`config.mk`:
```
export PLATFORM = sky130hd
export DESIGN_NAME = sysflg_bank
export DESIGN_NICKNAME = d
export VERILOG_FILES = /design/src/design/sysflg_pkg.sv /design/src/design/sysflg_tick.sv /design/src/design/sysflg_log.sv /design/src/design/sysflg_bank.sv
export SDC_FILE = /design/constraint.sdc
export NUM_CORES = 1
export LEC_CHECK = 0
export BUFFER_PORTS_ARGS = -buffer_cell sky130_fd_sc_hd__clkbuf_2
export CAP_MARGIN = 25
export CORE_MARGIN = 8
export CORE_UTILIZATION = 60
export DETAILED_ROUTE_END_ITERATION = 12
export GPL_ROUTABILITY_DRIVEN = 0
export PLACE_DENSITY = 0.87
export SYNTH_ARGS = -nofsm -noshare
export SYNTH_HDL_FRONTEND = slang
export SYNTH_HIERARCHICAL = 1
export SYNTH_SLANG_ARGS = --single-unit
```
`constraint.sdc`:
```
create_clock -name ref_clk -period 16.2 [get_ports ref_clk]
set_clock_uncertainty 0.05 [all_clocks]
set_input_delay 2.43 -clock ref_clk [delete_from_list [all_inputs] [get_ports ref_clk]]
set_output_delay 2.43 -clock ref_clk [all_outputs]
set_load 0.03 [all_outputs]
```
`src/design/sysflg_pkg.sv`:
```
// Shared constants for the system status flag bank.
package sysflg_pkg;
  // Flag space and bit positions.
  localparam int NUM_BITS     = 128;
  localparam int IDX_W        = 7;
  localparam int IDX_FIRST    = 0;
  localparam int IDX_FINAL    = 1;
  localparam int IDX_T_HUND   = 2;
  localparam int IDX_T_TENTH  = 3;
  localparam int IDX_TICK_ONE_SECOND    = 4;
  localparam int IDX_T_MIN    = 5;
  localparam int IDX_ON       = 6;
  localparam int IDX_OFF      = 7;
  localparam int IDX_CTL_FULL = 8;
  localparam int IDX_IO_FULL  = 9;
  localparam int IDX_BG       = 12;
  localparam int IDX_OVR      = 33;
  localparam int IDX_APP      = 34;
  localparam int IDX_CFG      = 40;
  localparam int IDX_HW       = 41;
  localparam int IDX_NOPROG   = 72;
  localparam int IDX_RAM      = 73;
  localparam int IDX_PWD      = 74;
  localparam int IDX_STORE    = 77;
  localparam int IDX_ANY      = 104;
  localparam int IDX_CTL      = 105;
  localparam int IDX_IOF      = 106;
  localparam int IDX_CTL_NE   = 107;
  localparam int IDX_IO_NE    = 108;
  // Reset values.
  localparam logic [NUM_BITS-1:0] FLAGS_RST = '0;
  localparam logic [31:0]         CNT_RST   = 32'h0000_0000;
  // Tick periods and the clock rate.
  localparam int CLK_KHZ       = 25000;
  localparam int TICK_HUND_MS  = 10;
  localparam int TICK_TENTH_MS = 100;
  localparam int TICK_SEC_MS   = 1000;
  localparam int TICK_MIN_MS   = 60000;
  localparam int HUND_CYC      = TICK_HUND_MS * CLK_KHZ;
  localparam int TENTH_CYC     = TICK_TENTH_MS * CLK_KHZ;
  localparam int SEC_CYC       = TICK_SEC_MS * CLK_KHZ;
  localparam int MIN_CYC       = TICK_MIN_MS * CLK_KHZ;
  // Default fault log depth.
  localparam int LOG_DEPTH     = 16;
endpackage

```
`src/design/sysflg_tick.sv`:
```
// Free-running square-wave tick contact.
`timescale 1ns/1ps
`default_nettype none
module sysflg_tick import sysflg_pkg::*; #(
  parameter int PERIOD = HUND_CYC
) (
  // Clock and reset.
  input  wire logic ref_clk,
  input  wire logic rst_n,
  // Tick contact.
  output logic      tick
);
  typedef struct packed {
    logic [31:0] cnt;
    logic        out;
  } sysflg_tick_t;

  sysflg_tick_t st_ff;
  sysflg_tick_t nxt_st;

  always_comb begin
    nxt_st = st_ff;
    if (st_ff.cnt >= 32'(PERIOD / 2 - 1)) begin
      nxt_st.cnt = CNT_RST;
      nxt_st.out = ~st_ff.out;
    end else begin
      nxt_st.cnt = st_ff.cnt + 32'h0000_0001;
    end
  end

  always_ff @(posedge ref_clk or negedge rst_n) begin
    if (!rst_n) begin
      st_ff <= '0;
    end else begin
      st_ff <= nxt_st;
    end
  end

  assign tick = st_ff.out;
endmodule // sysflg_tick
`default_nettype wire

```
`src/design/sysflg_log.sv`:
```
// Occupancy tracker for one fault table.
`timescale 1ns/1ps
`default_nettype none
module sysflg_log import sysflg_pkg::*; #(
  parameter int DEPTH = LOG_DEPTH
) (
  // Clock and reset.
  input  wire logic ref_clk,
  input  wire logic rst_n,
  // Table events.
  input  wire logic add,
  input  wire logic remove,
  input  wire logic clear,
  // Occupancy flags.
  output logic      full,
  output logic      nonempty
);
  localparam int CW = $clog2(DEPTH + 1);

  typedef struct packed {
    logic [CW-1:0] cnt;
  } sysflg_log_t;

  sysflg_log_t st_ff;
  sysflg_log_t nxt_st;

  always_comb begin
    nxt_st = st_ff;
    if (clear) begin
      // An add in the clearing cycle lands in the emptied table.
      nxt_st.cnt = CW'(add);
    end else if (remove && !add && st_ff.cnt != '0) begin
      nxt_st.cnt = st_ff.cnt - CW'(1);
    end else if (add && !remove && st_ff.cnt != CW'(DEPTH)) begin
      nxt_st.cnt = st_ff.cnt + CW'(1);
    end
  end

  always_ff @(posedge ref_clk or negedge rst_n) begin
    if (!rst_n) begin
      st_ff <= '0;
    end else begin
      st_ff <= nxt_st;
    end
  end

  assign full     = (st_ff.cnt == CW'(DEPTH));
  assign nonempty = (st_ff.cnt != '0);
endmodule // sysflg_log
`default_nettype wire

```
`src/design/sysflg_bank.sv`:
```
// System status and fault summary flag bank.
`timescale 1ns/1ps
`default_nettype none
module sysflg_bank import sysflg_pkg::*; #(
  parameter int HUND_P  = HUND_CYC,
  parameter int TENTH_P = TENTH_CYC,
  parameter int SEC_P   = SEC_CYC,
  parameter int MIN_P   = MIN_CYC,
  parameter int DEPTH   = LOG_DEPTH
) (
  // Clock and reset.
  input  wire logic                ref_clk,
  input  wire logic                reset_n,
  // Sweep and mode control.
  input  wire logic                sweep_start,
  input  wire logic                run_mode,
  input  wire logic                last_sweep_req,
  input  wire logic [31:0]         sweep_limit,
  input  wire logic                run_request,
  input  wire logic                program_present,
  input  wire logic                bg_check_active,
  // Fault table events.
  input  wire logic                ctl_log_add,
  input  wire logic                ctl_log_remove,
  input  wire logic                ctl_log_clear,
  input  wire logic                io_log_add,
  input  wire logic                io_log_remove,
  input  wire logic                io_log_clear,
  input  wire logic                fault_fatal,
  // Fault sources.
  input  wire logic                app_fault,
  input  wire logic                powerup_check_done,
  input  wire logic                mismatch_found,
  input  wire logic                ram_corrupt_found,
  input  wire logic                cpu_hw_fault,
  input  wire logic                password_violation,
  input  wire logic                password_granted,
  input  wire logic                store_failed,
  input  wire logic                store_ok,
  // Application clear of one flag.
  input  wire logic                app_clear,
  input  wire logic [IDX_W-1:0]    app_clear_idx,
  // Flag space and stop request.
  output logic [NUM_BITS-1:0]      status_bits,
  output logic                     stop_fault_req
);
  typedef struct packed {
    logic [NUM_BITS-1:0] live;
    logic [NUM_BITS-1:0] shown;
    logic [31:0]         sweep_cyc;
    logic                ran;
    logic                prev_run;
    logic                run_rise;
    logic                last_pend;
    logic                ctl_cleared;
    logic                io_cleared;
    logic                stop;
  } sysflg_bank_t;

  sysflg_bank_t st_ff;
  sysflg_bank_t nxt_st;
  logic [1:0]   rst_sync_ff;
  logic         rst_n;
  logic         t_hund;
  logic         t_tenth;
  logic         tick_one_second;
  logic         t_min;
  logic         ctl_full;
  logic         ctl_ne;
  logic         io_full;
  logic         io_ne;
  logic         fatal_now;
  logic         run_entry;

  // Release of the asynchronous reset is synchronised here.
  always_ff @(posedge ref_clk or negedge reset_n) begin
    if (!reset_n) begin
      rst_sync_ff <= 2'h0;
    end else begin
      rst_sync_ff <= {rst_sync_ff[0], 1'b1};
    end
  end
  assign rst_n = rst_sync_ff[1];

  sysflg_tick #(.PERIOD(HUND_P)) u_hund (
    .ref_clk (ref_clk), .rst_n (rst_n), .tick (t_hund));
  sysflg_tick #(.PERIOD(TENTH_P)) u_tenth (
    .ref_clk (ref_clk), .rst_n (rst_n), .tick (t_tenth));
  sysflg_tick #(.PERIOD(SEC_P)) u_sec (
    .ref_clk (ref_clk), .rst_n (rst_n), .tick (tick_one_second));
  sysflg_tick #(.PERIOD(MIN_P)) u_min (
    .ref_clk (ref_clk), .rst_n (rst_n), .tick (t_min));

  sysflg_log #(.DEPTH(DEPTH)) u_ctl_log (
    .ref_clk  (ref_clk),
    .rst_n    (rst_n),
    .add      (ctl_log_add),
    .remove   (ctl_log_remove),
    .clear    (ctl_log_clear),
    .full     (ctl_full),
    .nonempty (ctl_ne));
  sysflg_log #(.DEPTH(DEPTH)) u_io_log (
    .ref_clk  (ref_clk),
    .rst_n    (rst_n),
    .add      (io_log_add),
    .remove   (io_log_remove),
    .clear    (io_log_clear),
    .full     (io_full),
    .nonempty (io_ne));

  // Faults that halt the controller.
  assign fatal_now = fault_fatal | cpu_hw_fault | store_failed
                   | (powerup_check_done & mismatch_found)
                   | (powerup_check_done & ram_corrupt_found)
                   | (run_request & ~program_present);
  assign run_entry = run_mode & ~st_ff.prev_run;

  always_comb begin
    nxt_st = st_ff;
    nxt_st.prev_run = run_mode;
    if (st_ff.sweep_cyc != 32'hFFFF_FFFF) begin
      nxt_st.sweep_cyc = st_ff.sweep_cyc + 32'h0000_0001;
    end
    if (run_entry) begin
      nxt_st.run_rise = 1'b1;
    end
    if (last_sweep_req) begin
      nxt_st.last_pend = 1'b1;
    end
    if (app_clear) begin
      nxt_st.live[app_clear_idx] = 1'b0;
    end
    if (ctl_log_clear) begin
      nxt_st.live[IDX_CTL] = 1'b0;
      nxt_st.ctl_cleared   = 1'b1;
      nxt_st.stop          = 1'b0;
    end
    if (io_log_clear) begin
      nxt_st.live[IDX_IOF] = 1'b0;
      nxt_st.io_cleared    = 1'b1;
    end
    if (nxt_st.ctl_cleared && nxt_st.io_cleared) begin
      nxt_st.live[IDX_ANY] = 1'b0;
    end
    if (powerup_check_done) begin
      nxt_st.live[IDX_RAM] = ram_corrupt_found;
      nxt_st.live[IDX_CFG] = mismatch_found;
    end
    if (password_granted) begin
      nxt_st.live[IDX_PWD] = 1'b0;
    end
    if (store_ok) begin
      nxt_st.live[IDX_STORE] = 1'b0;
    end
    if (run_entry && program_present) begin
      nxt_st.live[IDX_NOPROG] = 1'b0;
    end
    if (sweep_start) begin
      nxt_st.sweep_cyc = CNT_RST;
      nxt_st.run_rise  = 1'b0;
      nxt_st.last_pend = 1'b0;
      nxt_st.live[IDX_FIRST] = run_mode & ~st_ff.ran;
      nxt_st.ran             = run_mode;
      nxt_st.live[IDX_FINAL] = ~(st_ff.last_pend | last_sweep_req);
      if (st_ff.run_rise || run_entry) begin
        nxt_st.live[IDX_APP] = 1'b0;
        nxt_st.live[IDX_OVR] = 1'b0;
      end else if (run_mode && st_ff.ran) begin
        nxt_st.live[IDX_OVR] = (st_ff.sweep_cyc > sweep_limit);
      end
    end
    if (!run_mode) begin
      nxt_st.ran = 1'b0;
    end
    // Setting events win over any clear in the same cycle.
    if (app_fault) begin
      nxt_st.live[IDX_APP] = 1'b1;
    end
    if (cpu_hw_fault) begin
      nxt_st.live[IDX_HW] = 1'b1;
    end
    if (run_request && !program_present) begin
      nxt_st.live[IDX_NOPROG] = 1'b1;
    end
    if (password_violation) begin
      nxt_st.live[IDX_PWD] = 1'b1;
    end
    if (store_failed) begin
      nxt_st.live[IDX_STORE] = 1'b1;
    end
    if (ctl_log_add) begin
      nxt_st.live[IDX_CTL] = 1'b1;
      nxt_st.ctl_cleared   = 1'b0;
    end
    if (io_log_add) begin
      nxt_st.live[IDX_IOF] = 1'b1;
      nxt_st.io_cleared    = 1'b0;
    end
    if (ctl_log_add || io_log_add) begin
      nxt_st.live[IDX_ANY] = 1'b1;
    end
    if (fatal_now) begin
      nxt_st.stop = 1'b1;
    end
    // The hardware fault bit may not be cleared by the program.
    if (st_ff.live[IDX_HW]) begin
      nxt_st.live[IDX_HW] = 1'b1;
    end
    if (sweep_start) begin
      nxt_st.shown = nxt_st.live;
    end else if (app_clear) begin
      nxt_st.shown[app_clear_idx] = st_ff.shown[app_clear_idx]
                                  & nxt_st.live[app_clear_idx];
    end
  end

  always_ff @(posedge ref_clk or negedge rst_n) begin
    if (!rst_n) begin
      st_ff <= '{live: FLAGS_RST | (NUM_BITS'(1) << IDX_FINAL),
                 shown: FLAGS_RST | (NUM_BITS'(1) << IDX_FINAL),
                 sweep_cyc: CNT_RST,
                 default: '0};
    end else begin
      st_ff <= nxt_st;
    end
  end

  always_comb begin
    status_bits               = st_ff.shown;
    status_bits[IDX_T_HUND]   = t_hund;
    status_bits[IDX_T_TENTH]  = t_tenth;
    status_bits[IDX_TICK_ONE_SECOND]    = tick_one_second;
    status_bits[IDX_T_MIN]    = t_min;
    status_bits[IDX_ON]       = 1'b1;
    status_bits[IDX_OFF]      = 1'b0;
    status_bits[IDX_CTL_FULL] = ctl_full;
    status_bits[IDX_IO_FULL]  = io_full;
    status_bits[IDX_BG]       = bg_check_active;
    status_bits[IDX_CTL_NE]   = ctl_ne;
    status_bits[IDX_IO_NE]    = io_ne;
  end
  assign stop_fault_req = st_ff.stop;
endmodule // sysflg_bank
`default_nettype wire

```
# Yosys cells after proc, flatten, opt, wreduce, memory -nomap -nowiden
# Index checks and enable logic that the tools add are counted.
# W data, S select, Z words.
# op_classes
add_sub_neg	9
magnitude_cmp	7
eq_ne	6
mux	54
n_bitwise	22
reduce_logical	29
# ops
cell	n
$mux W128	3
$add A32 B1 Y32 const B	5
$mux W32	5
$and A128 B128 Y128	1
$bwmux W128	1
$not A128 Y128	1
$mux W33	1
$ge A32 B17 Y1 const B	1
$ge A32 B21 Y1 const B	1
$ge A32 B24 Y1 const B	1
$ge A32 B30 Y1 const B	1
$gt A32 B32 Y1	1
$mux W1	32
$ne A32 B32 Y1 const B	1
$mux W5	6
$bmux W1 S7	2
$logic_and A1 B1 Y1	13
$add A5 B1 Y5 const B	2
$eq A5 B5 Y1 const B	2
$ne A5 B5 Y1 const B	2
$reduce_bool A2 Y1	5
$reduce_bool A5 Y1	2
$sub A5 B1 Y5 const B	2
$lt A7 B8 Y1 const B	1
other kinds (10)	35
# totals
register_bits	439
output_inout_bits	129
word_cells	148

# Longest topological paths before layout
# Gate-level depths: netlist (run 1).
# logic_depth
word_depth	17
ltp_mapped	11
depth_no_buf	9

# By module
# The synthesis (run 1) kept the hierarchy.
# modules_own_cells
mod	n_inst	cells_each	area_per_inst_um2
sysflg_bank	1	1377	14266.2
sysflg_tick (u_min)	1	172	1699.1
sysflg_tick (u_sec)	1	155	1586.5
sysflg_tick (u_tenth)	1	128	1467.7
sysflg_tick (u_hund)	1	117	1336.3
sysflg_log	2	48	441.7

# Least setup slack after synthesis (run 1)
# Ideal clock, no wire load.
# synth_timing
path_kind	input -> output
start	in bg_check_active
end	out status_bits[12]
arrival_ns	2.575
t_required_ns	13.720
slack_ns	11.145
stages	1
path_buffers	1
cell_sequence	buf_4
# synth_rtl
item	line_no	text
start, declared	sysflg_bank.sv:21	input wire logic bg_check_active,
end, declared	sysflg_bank.sv:44	output logic [NUM_BITS-1:0] status_bits,
# No word-level cell between the ends.

# Worst setup path after layout (run 1)
# layout_timing
start	in app_clear_idx[2]
end	reg st_ff, in the netlist status_bits[77]
# layout_via
elab_chain_len	16
elab_cells_between_ends	38
classes_between	order compare: 2; mux: 32; bitwise: 3; reduce/logical: 1
# layout_lines
item	line_no	text
start, declared	sysflg_bank.sv:42	input wire logic [IDX_W-1:0] app_clear_idx,
$lt A7 B8 Y1 (implied by the code) / $ge A7 B1 Y1 (equally long branches)	sysflg_bank.sv:131, sysflg_bank.sv:212	
$logic_and A1 B1 Y1 (implied by the code)	sysflg_bank.sv:131, sysflg_bank.sv:212	
$mux W1 (implied by the code)	sysflg_bank.sv:131, sysflg_bank.sv:212	
$demux W1 S7	sysflg_bank.sv:131, sysflg_bank.sv:212	
$not A128 Y128 (no line)	--	
$and A128 B128 Y128 (no line)	--	
$mux W128	sysflg_bank.sv:130	if (app_clear) begin
$mux W1 (on tied branches)	sysflg_bank.sv:168, sysflg_bank.sv:165	
$mux W1 / $mux W2 (equally long branches)	sysflg_bank.sv:165, sysflg_bank.sv:158	
$mux W2 / $mux W1 (equally long branches)	sysflg_bank.sv:158, sysflg_bank.sv:176	
$bmux W1 S7	sysflg_bank.sv:213	& nxt_st.live[app_clear_idx];
$mux W1 (implied by the code)	sysflg_bank.sv:213	
$and A1 B1 Y1	sysflg_bank.sv:213	
$bwmux W128	sysflg_bank.sv:212	nxt_st.shown[app_clear_idx] = st_ff.shown[app_clear_idx]
$mux W128	sysflg_bank.sv:211	end else if (app_clear) begin
$mux W128 (*)	sysflg_bank.sv:209	if (sweep_start) begin
end signal, assigned	sysflg_bank.sv:219	st_ff <= '{live: FLAGS_RST | (NUM_BITS'(1) << IDX_FINAL),
end signal, assigned	sysflg_bank.sv:224	st_ff <= nxt_st;
end, declared	sysflg_bank.sv:60	sysflg_bank_t st_ff;
# Mark *: on every way between the ends. The rest lies on a longest branch, timed or not. The select of a mux whose other input is x is not followed.
# A chain may end at the register's enable or synchronous reset.

==> results of run 1 <==
## registers in the layout, indices dropped and copies added, names as in the netlist
signal           cells
rst_sync_ff          2
st_ff              157
status_bits        117
stop_fault_req       1
u_ctl_log/st_ff      5
u_hund/st_ff        32
u_hund/tick          1
u_io_log/st_ff       5
u_min/st_ff         32
u_min/tick           1
u_sec/st_ff         32
u_sec/tick           1
u_tenth/st_ff       32
u_tenth/tick         1
## synth_stat cells, drive strengths merged (19+ instances only)
cell type,count
dfrtp,418
nor2,186
buf,161
a21oi,138
mux2i,122
nand2,98
a21boi,86
inv,83
clkbuf,67
nand3,57
nor3,51
xor2,50
xnor2,49
nand4,46
o21ai,45
ha,43
nor2b,37
nor4,29
nand2b,21
and3,19
## cell families after synthesis
| family | synth area share [%] |
|---|---|
| DFF | 49.37 |
| and+or+nand+nor | 16.18 |
| muxes | 6.598 |
| adders and majority gates | 2.722 |
| xor gates and xnor gates | 4.082 |
| AOI/OAI and AO/OA | 12.71 |
| other | 0.1060 |
| buffers and inverters | 8.230 |
## critical path, cell delays in order
cell and delay [ns]:
sky130_fd_sc_hd__clkbuf_2 0.08, sky130_fd_sc_hd__buf_4 0.40, sky130_fd_sc_hd__nor2b_1 0.63, sky130_fd_sc_hd__and3_1 0.91, sky130_fd_sc_hd__nand2_1 0.23, sky130_fd_sc_hd__nand3b_1 0.21
sky130_fd_sc_hd__a221oi_1 0.10, sky130_fd_sc_hd__a21oi_1 0.36, sky130_fd_sc_hd__o31ai_1 0.11
## layout make-up
class                   instances  area share, %
flip-flops and latches        419          45.31
clock buffers                  66          5.496
diodes                          1        0.01081
inverters                      83          1.346
repair buffers                211          5.172
multi-input cells            1348          39.55
well taps                     461          2.491
clock inverters                12         0.6269
## per-layer routing
metal | track usage, % | vias up | routed length [um]
met3 | 5.056 | 132 | 4311
met4 | 9.668 | 0 | 1972
met5 | 0 | - | 0
met1 | 33.17 | 7869 | 21750
met2 | 39.49 | 682 | 24760
li1 | - | 7160 | -
## stage by stage
stage | power [W] | util, %
5_1_grt | 0.002335 | 65.73
4_1_cts | 0.002267 | 65.46
2_1_floorplan | 0.001241 | -
3_3_place_gp | 0.001276 | 61.40
6_report | 0.002255 | 65.73
3_5_place_dp | 0.001285 | 61.44
## worst max-delay path by stage
stage                                   startpoint                           to  slack, ns  cells past startpoint
after floorplan           rst_sync_ff[1]$_DFF_PN0_        st_ff[10]$_DFFE_PN0P_       3.61                      0
after global placement            app_clear_idx[2]  status_bits[77]$_DFFE_PN0P_      10.81                      9
after detailed placement          app_clear_idx[2]  status_bits[73]$_DFFE_PN0P_      10.59                      9
after CTS                         app_clear_idx[2]  status_bits[73]$_DFFE_PN0P_      11.17                      9
after global routing              app_clear_idx[2]  status_bits[74]$_DFFE_PN0P_      10.94                      9
final                             app_clear_idx[2]  status_bits[77]$_DFFE_PN0P_      11.05                      9
## cells in the final DEF (no fill, tap or decap), drive strengths merged, types with 45 or more instances in the layout
| master | instances |
|---|---|
| nand2 | 98 |
| a21boi | 86 |
| mux2i | 122 |
| o21ai | 45 |
| nand3 | 57 |
| nand4 | 46 |
| nor2 | 186 |
| dfrtp | 418 |
| xor2 | 50 |
| xnor2 | 49 |
| clkbuf | 254 |
| nor3 | 51 |
| a21oi | 138 |
| inv | 83 |
## report_power, final
group          leakage, nW  internal (W)  switching, W
clock network        0.689      0.000576      0.000408
logic                 4.76     0.0000624      0.000122
registers             5.65       0.00107     0.0000210
total                 11.1       0.00170      0.000551
==> results.md, run 1 <==
- The number of max-slew violations in the final report is 0.
- The kind of critical path is in2reg.
- The startpoint kind of the worst setup timing path is an input pin.
- Timing analysis after detailed placement gives a worst setup slack of 10.59 ns.
- The initial core utilization is about three fifths.
- The number of port buffers is 188.
- The minimum hold slack is 0.2943 ns.
- The clock latency at the later pin of the worst-skew pair is ~0.55 ns.
- The count of cells in the finished layout, fillers not included, comes to 2601.
- The average instance in the mapped netlist occupies about 10 um2.
- In the routed layout, each cell is associated on average with a via count of approximately 6.1.
- The total number of vias is 15840.
- The synthesized design devotes to its leading area cell type between 40% and 50% of total area.
- Summing all flip-flop and latch instances after layout gives about 10000 um2.
- The path with the worst hold slack has its endpoint at rst_sync_ff[1]$_DFF_PN0_.
- The floorplan step set the die height to 204.1 um.
- The startpoint identified for the worst register-to-register timing path is st_ff[10]$_DFFE_PN0P_.
- The area of all placed cells without fillers is between 20000 and 25000 um2.
- Setup violations remaining at the end of the flow were counted as 0.
- The largest fanout on the critical path is 45.
- The antenna violation net count after detailed routing is 0.
- The core region is 35220 um2.
- The startpoint identified for the worst hold timing path is rst_sync_ff[0]$_DFF_PN0_.
- The count of cells along the worst hold path is 0.
- VDD sags by at most 0.1353 mV.
- Summed over all cells, the static leakage comes to 11.10 nW.
- For this run, the post-layout net count is 2215.
- Setup repair after global routing left no endpoint under its margin.
- The areal power density over the cells is 97.39 nW/um2.
- The depth of the worst register-to-register path is 7.
- The TritonCTS clock tree is yes.
- The via count of the first global-routing pass is 15950.
- Once detailed placement completed, the half-perimeter wirelength came to 36.03 mm.
- The tree built by TritonCTS fans out to 419 sinks.
- The flow ran to the end, and the final reports show no timing, DRC or antenna violations.
- By area the synthesized netlist is led by sky130_fd_sc_hd__dfrtp_1 49%, sky130_fd_sc_hd__mux2i_1 5.7%, sky130_fd_sc_hd__buf_4 4.8%.
- The number of buffers inserted by post-CTS setup repair is 0.
- The number of filler cells placed in the layout is 2713.
- For this run, the detailed router's first-pass iteration total came to 7.
- The maximum level of the CTS H-tree is 2.
- The floorplan step defined a die boundary enclosing 41680 um2.
- The post-route clock period utilization is 31.78%.
- The floorplan has 69 rows.
- The Yosys step of the flow raised 6 warnings.
- Setup slack on the critical path of the routed design comes to 11.05 ns.
- The worst hold path belongs to the class reg2reg.
- The final setup TNS is 0 ns.
- The post-synthesis sequential element count is ~420.
- Across the run, the number of max-cap violations was 0.
- The root buffer cell chosen for the clock tree is sky130_fd_sc_hd__clkbuf_16.
- The number of antenna violations at the first check in global routing was 1.
- The multi-input combinational cell area is 9158 um2.
- The routed design has 52.79 mm of wire.
- The number of hold-repair buffers added at the cts stage is 0.
- The share of layout cells above drive strength 1 is 16.92%.
- Entering global routing, the biggest net connects 192 pins.
- Clock-pin slew was measured on the worst setup and hold paths at 0.06 ns.
- The synthesized netlist contains slightly above 100 unique library cells.
- The number of violations reported at the end of detailed-routing iteration 0 is 1492.
- Summing every instance area after synthesis gives ~21000 um2.
- Summing all placed instances gives a cell area of 21640 um2.
- Relative to the synthesized area, the layout overhead comes to 9.013%.
- For this run, design rule violations remaining after detail routing come to 0.
- The share of the Yosys chip area taken by registers is 49.37%.
- The number of gates resized after cts is 0.
- The post-placement cell count is 2517.
- For this run, the total global-route usage over all layers was measured as around 25%.
- The shortest period the worst path allows is 5.149 ns.
- The fmax is roughly 190 MHz.
- From left edge to right edge, the die measures 204.1 um.
- The total grt overflow is 0.
- The capturing element type of the critical path is a register.
- In the synthesized netlist, the number of instances is 2045.
- At the worst endpoint, the required time is 16.56 ns.
- The endpoint arrival time on the critical path is about 5.5 ns.
- The maximum root-to-sink buffer count is 3.
- The number of top-level design ports is 193.
- The final hold violation count is 0.
- The most used flip-flop cell after synthesis is sky130_fd_sc_hd__dfrtp_1.
- Buffers inserted during clock tree synthesis total 43.
- For the pin with the worst max-slew slack, the measured transition is around 1.1 ns.
- In this run the critical register-to-register path is captured at st_ff[15]$_DFFE_PN0P_.
- The first global-routing pass estimated 84.27 mm of wire.
- The relative slew slack is 26.46%.
- The async set-or-reset flop fraction in the synthesized netlist is 100.0%.
- Of all cell types, the one taking the most synthesized area is sky130_fd_sc_hd__dfrtp_1.
- The worst reg-to-reg setup slack is 13.61 ns.
- The wire length per cell is 20.30 um.
- Counting flops with a built-in enable in the synthesized netlist gives 0.
No activity file was read; power rests on OpenSTA's default activity.
==> run 2: changes to the inputs <==
--- a/config.mk
+++ b/config.mk
@@ -5,13 +5,14 @@
 export SDC_FILE = /design/constraint.sdc
 export NUM_CORES = 1
 export LEC_CHECK = 0
+export ABC_AREA = 1
 export BUFFER_PORTS_ARGS = -buffer_cell sky130_fd_sc_hd__clkbuf_2
 export CAP_MARGIN = 25
 export CORE_MARGIN = 8
-export CORE_UTILIZATION = 60
+export CORE_UTILIZATION = 55
 export DETAILED_ROUTE_END_ITERATION = 12
 export GPL_ROUTABILITY_DRIVEN = 0
-export PLACE_DENSITY = 0.87
+export PLACE_DENSITY = 0.84
 export SYNTH_ARGS = -nofsm -noshare
 export SYNTH_HDL_FRONTEND = slang
 export SYNTH_HIERARCHICAL = 1
==> constraint.sdc (replaced) <==
create_clock -name ref_clk -period 4.49 [get_ports ref_clk]
set_clock_uncertainty 0.05 [all_clocks]
set_input_delay 0.6735 -clock ref_clk [delete_from_list [all_inputs] [get_ports ref_clk]]
set_output_delay 0.6735 -clock ref_clk [all_outputs]
set_load 0.03 [all_outputs]
==> run 2 against run 1 <==
Effect of this change:
- flip-flop and latch count up 20
- non-clock buffer count up 4
- final cell count up 43%
- clock power rose to 4.0 times the previous value
- sequential power rose to 3.8 times the previous value
- routed wire length up 25%
- setup slack worse by 9.8 ns
- via count up 30%
- total power rose to 4.0 times the previous value
- largest power group unchanged
- count of clock-buffer cells in the layout up 3
==> results.md, run 2 <==
- Outcome: completed (unchanged).
- The number of port buffers is 188 (unchanged).
- After layout, the minimum clock period comes to 3.222 ns.
- The post-synthesis sequential element count is 439 (was 419).
- The number of top-level design ports is 193 (unchanged).
- The kind of cell adding the most delay to the critical path is simple AND/OR/NAND/NOR gates (unchanged).
- The most used standard cell by instance count after synthesis is sky130_fd_sc_hd__nand2_1 (was sky130_fd_sc_hd__dfrtp_1).
- The die span in y is 225.6 um (was 204.1 um).
- The post-placement cell count is 3628 (was 2517).
- The number of synthesized flops with an enable pin is 0 (unchanged).
- The clock sink total is 439 (was 419).
- The area added between synthesis and finish came to 8.360% (was 9.013%).
- The largest stage delay on the critical path came to 0.44 ns (was 0.91 ns).
- The register bank with the most flops is st_ff (unchanged).
- The capturing point of the worst reg2reg path is status_bits[73]$_DFFE_PN0P_ (was st_ff[15]$_DFFE_PN0P_).
- The logic gate share of total power is 10.1% (was 8.2%).
- The sequential cell area fraction in the yosys report is 45.49% (was 49.37%).
- The routed wire length is 66.17 mm (was 52.79 mm).
- The gate count after technology mapping was 3021 (was 2045).
- The antenna violation net count after detailed routing is 0 (unchanged).
- Cell chain of the critical path: clkbuf_2, inv_4, nand3_2, inv_2, nand2_2, o21ai_0, nand2_1, nand2_1, nor2_1, nand3_1, nand2_1, nand3_2, nor2_2, nand2_2, nor2_4, nand4_1, nand2_1 (was clkbuf_2, buf_4, nor2b_1, and3_1, nand2_1, nand3b_1, a221oi_1, a21oi_1, o31ai_1).
- The total of warnings raised by yosys was 6 (unchanged).
- The flip-flop count of the largest register, all copies and words added is 177 (was 157).
- The share of layout cells above drive strength 1 is 15.60% (was 16.92%).
- The total power consumption of the routed design is 0.008917 W (was 0.002255 W).
- The initial core utilization is 55.96% (was 60.30%).
- The area of the mapped netlist is 24160 um2 (was 21240 um2).
- The area of all placed cells without fillers is 26180 um2 (was 23150 um2).
- The number of max-capacitance violations reported is 0 (unchanged).
- RSZ-0062 raised after global routing: no (unchanged).
- The number of max-slew violations in the final report is 0 (unchanged).
- The path class of the lowest-slack min-delay path is in2reg (was reg2reg).
- The count of different cell masters after synthesis was 57 (was 102).
- The clock latency at the later pin of the worst-skew pair is 0.60 ns (was 0.55 ns).
- The commonest non-fill, non-tap cell in the layout is sky130_fd_sc_hd__nand2_1 (was sky130_fd_sc_hd__dfrtp_1).
- The post-route clock period utilization is 71.75%.
- Most instantiated cells after synthesis: 662 x sky130_fd_sc_hd__nand2_1, 437 x sky130_fd_sc_hd__dfrtp_1, 358 x sky130_fd_sc_hd__nor2_1, 328 x sky130_fd_sc_hd__inv_1, 212 x sky130_fd_sc_hd__o21ai_0 (was 418 x sky130_fd_sc_hd__dfrtp_1, 177 x sky130_fd_sc_hd__nor2_1, 136 x sky130_fd_sc_hd__buf_4, 135 x sky130_fd_sc_hd__a21oi_1, 122 x sky130_fd_sc_hd__mux2i_1).
- The highest ir drop seen on vdd is 0.2855 mV (was 0.1353 mV).
- The placeable core area is 43170 um2 (was 35220 um2).
- The root buffer cell is sky130_fd_sc_hd__clkbuf_16 (unchanged).
- Highest-count cells in the layout ignoring fill and taps: 662 x sky130_fd_sc_hd__nand2_1, 436 x sky130_fd_sc_hd__dfrtp_1, 357 x sky130_fd_sc_hd__nor2_1 (was 417 x sky130_fd_sc_hd__dfrtp_1, 187 x sky130_fd_sc_hd__clkbuf_2, 174 x sky130_fd_sc_hd__nor2_1).
- The areal power density over the cells was 340.7 nW/um2 (was 97.39 nW/um2).
- The number of buffers created by CTS is 47 (was 43).
- The maximum root-to-sink buffer count was 3 (unchanged).
- The mean area per synthesized cell was 7.996 um2 (was 10.39 um2).
- The area share of the largest cell type after synthesis is 45.27% (was 49.25%).
- The final setup violation count was 0 (unchanged).
- The via count of the first global-routing pass is 19910 (was 15950).
- The post-detailed-placement cell area is 24600 um2 (was 21640 um2).
- The wire length per cell was 17.81 um (was 20.30 um).
- The source of the worst hold timing path was run_mode (was rst_sync_ff[0]$_DFF_PN0_).
- The worst endpoint required time is 4.95 ns (was 16.56 ns).
- The floorplan die area is 50880 um2 (was 41680 um2).
- The wire length of the first global-routing pass came to 105.4 mm (was 84.27 mm).
- The number of nets in the layout is 3202 (was 2215).
- The endpoint arrival time on the critical path is 3.68 ns (was 5.51 ns).
- The total global routing track utilization is 25.85% (was 24.81%).
- The number of DRC violations after detailed routing is 0 (unchanged).
- The final setup TNS came to 0 ns (unchanged).
- The post-layout instance count excluding filler cells is 3715 (was 2601).
- The measured slew at the worst slew-check pin came to 0.7364 ns (was 1.103 ns).
- The sequential cell fraction of total power is 45.9% (was 48.2%).
- The cell that appears most often on the critical path is sky130_fd_sc_hd__nand2_1.
- The number of buffers and inverters on the critical path was 3 (was 2).
- Synth top area cells: sky130_fd_sc_hd__dfrtp_1 45%, sky130_fd_sc_hd__nand2_1 10%, sky130_fd_sc_hd__nor2_1 5.6% (was sky130_fd_sc_hd__dfrtp_1 49%, sky130_fd_sc_hd__mux2i_1 5.7%, sky130_fd_sc_hd__buf_4 4.8%).
- The net switching fraction of the power is 26.07% (was 24.43%).
- The end point of the worst hold path was st_ff[5]$_DFF_PN0_ (was rst_sync_ff[1]$_DFF_PN0_).
- The number of buffers inserted by post-CTS setup repair is 0 (unchanged).
- The reported net switching power is 0.002325 W (was 0.0005508 W).
- The leakage power of the design is 13.40 nW (was 11.10 nW).
- The minimum hold slack was 0.2163 ns (was 0.2943 ns).
- The largest area contributor in the synthesized netlist is sky130_fd_sc_hd__dfrtp_1 (unchanged).
- The startpoint of the lowest-slack register-to-register path is st_ff[38]$_DFFE_PN0P_ (was st_ff[10]$_DFFE_PN0P_).
- The async set-or-reset flop fraction in the synthesized netlist is 100.0% (unchanged).
- The startpoint of the most critical setup path was app_clear_idx[2] (unchanged).
- The depth of the worst register-to-register path is 16 (was 7).
- The number of antenna violations at the first check in global routing was 1 (unchanged).
- The number of filler cells placed in the layout is 3764 (was 2713).
- The final hold violation count was 0 (unchanged).
- The total grt overflow came to 0 (unchanged).
- The average vias per placed instance came to 5.556 (was 6.091).
- The sequential cell area was 10990 um2 (was 10490 um2).
- The largest fanout on the critical path came to 20 (was 45).
- The highest-delay cell along the critical path is sky130_fd_sc_hd__clkbuf_2 (was sky130_fd_sc_hd__and3_1).
- The TritonCTS clock tree is yes (unchanged).
- The fmax is 310.4 MHz.
- The count of cells along the worst hold path is 1 (was 0).
- The startpoint kind of the worst setup timing path was an input pin (unchanged).
- The total number of vias is 20640 (was 15840).
- The capturing element type of the critical path is a register (unchanged).
- The placement row count was 76 (was 69).
- The relative slew slack came to 50.45% (was 26.46%).
- The CTS clock-pin slew for the worst setup and hold paths came to 0.06 ns (about the same).
- The kind of critical path is in2reg (unchanged).
- The most used flip-flop cell after synthesis is sky130_fd_sc_hd__dfrtp_1 (unchanged).
- The width of the chip was 225.6 um (was 204.1 um).
- The clock share of power is 44.0% (was 43.6%).
- The post-DP HPWL was 46.86 mm (was 36.03 mm).
- The maximum level of the CTS H-tree was 2 (unchanged).
- The first-pass iteration count of the detailed router was 6 (was 7).
- The number of violations reported at the end of detailed-routing iteration 0 is 2281 (was 1492).
- The maximum number of pins on one net before global-route repair is 104 (was 192).
- The cell internal power dissipation was 0.006592 W (was 0.001704 W).
- The worst reg-to-reg setup slack is 1.57 ns (was 13.61 ns).
- The multi-input combinational cell area is 10330 um2 (was 9158 um2).
==> run 2: layout make-up <==
cell class / count / area share, %
diodes: 1 / 0.009560
clock inverters: 16 / 0.6931
multi-input cells: 2032 / 39.48
flip-flops and latches: 439 / 41.99
well taps: 585 / 2.796
inverters: 358 / 5.191
repair buffers: 215 / 4.570
clock buffers: 69 / 5.272
==> run 2: layer usage <==
| layer | track usage, % | up-vias | share of wire, % |
|---|---|---|---|
| met1 | 33.78 | 9620 | 40 |
| met2 | 40.58 | 1087 | 46 |
| li1 | - | 9705 | - |
| met3 | 6.552 | 228 | 10 |
| met4 | 11.13 | 0 | 4.4 |
| met5 | 0 | - | 0 |
==> run 2: per-stage QoR <==
| step | setup slack [ns] | utilization [%] |
|---|---|---|
| finish | 1.268 | 60.63 |
| global route | 1.107 | 60.63 |
| CTS | 1.440 | 60.63 |
| detailed placement | 0.8623 | 56.99 |
| global placement | 0.9224 | 56.99 |
| floorplan | 0.1427 | - |
==> run 2: worst max-delay path by stage <==
stage | to | slack (ns) | cells after the start
2_1_floorplan | st_ff[10]$_DFFE_PN0P_ | 0.14 | 0
6_report | status_bits[73]$_DFFE_PN0P_ | 1.27 | 17
5_1_grt | status_bits[72]$_DFFE_PN0P_ | 1.11 | 17
3_3_place_gp | status_bits[105]$_DFFE_PN0P_ | 0.92 | 17
4_1_cts | status_bits[73]$_DFFE_PN0P_ | 1.44 | 17
3_5_place_dp | status_bits[73]$_DFFE_PN0P_ | 0.86 | 17
==> run 2: cell families after synthesis <==
| logic type | count (synthesis) | synth area share, % |
|---|---|---|
| XOR/XNOR | 64 | 2.320 |
| AND/OR/NAND/NOR | 1416 | 26.16 |
| multiplexers | 3 | 0.1398 |
| adder cells (fa/ha/maj) | 45 | 2.393 |
| AO/OA/AOI/OAI | 465 | 11.15 |
| buffers and inverters | 583 | 12.26 |
| flip-flops | 439 | 45.49 |
| other | 6 | 0.09322 |
==> run 2: power by group through the flow <==
stage | registers [W] | logic (W) | clock network [W]
global placement | 0.00416 | 0.000864 | 0
floorplan | 0.00419 | 0.000639 | 0
detailed placement | 0.00416 | 0.000883 | 0
finish | 0.00409 | 0.000899 | 0.00392
global route | 0.00410 | 0.000997 | 0.00415
CTS | 0.00409 | 0.000890 | 0.00399
==> run 2: repair_timing <==
action | in CTS | in global routing
endpoints found under the hold margin | 2 | 0
hold buffers | 1 | 0
resized for setup | 0 | 0
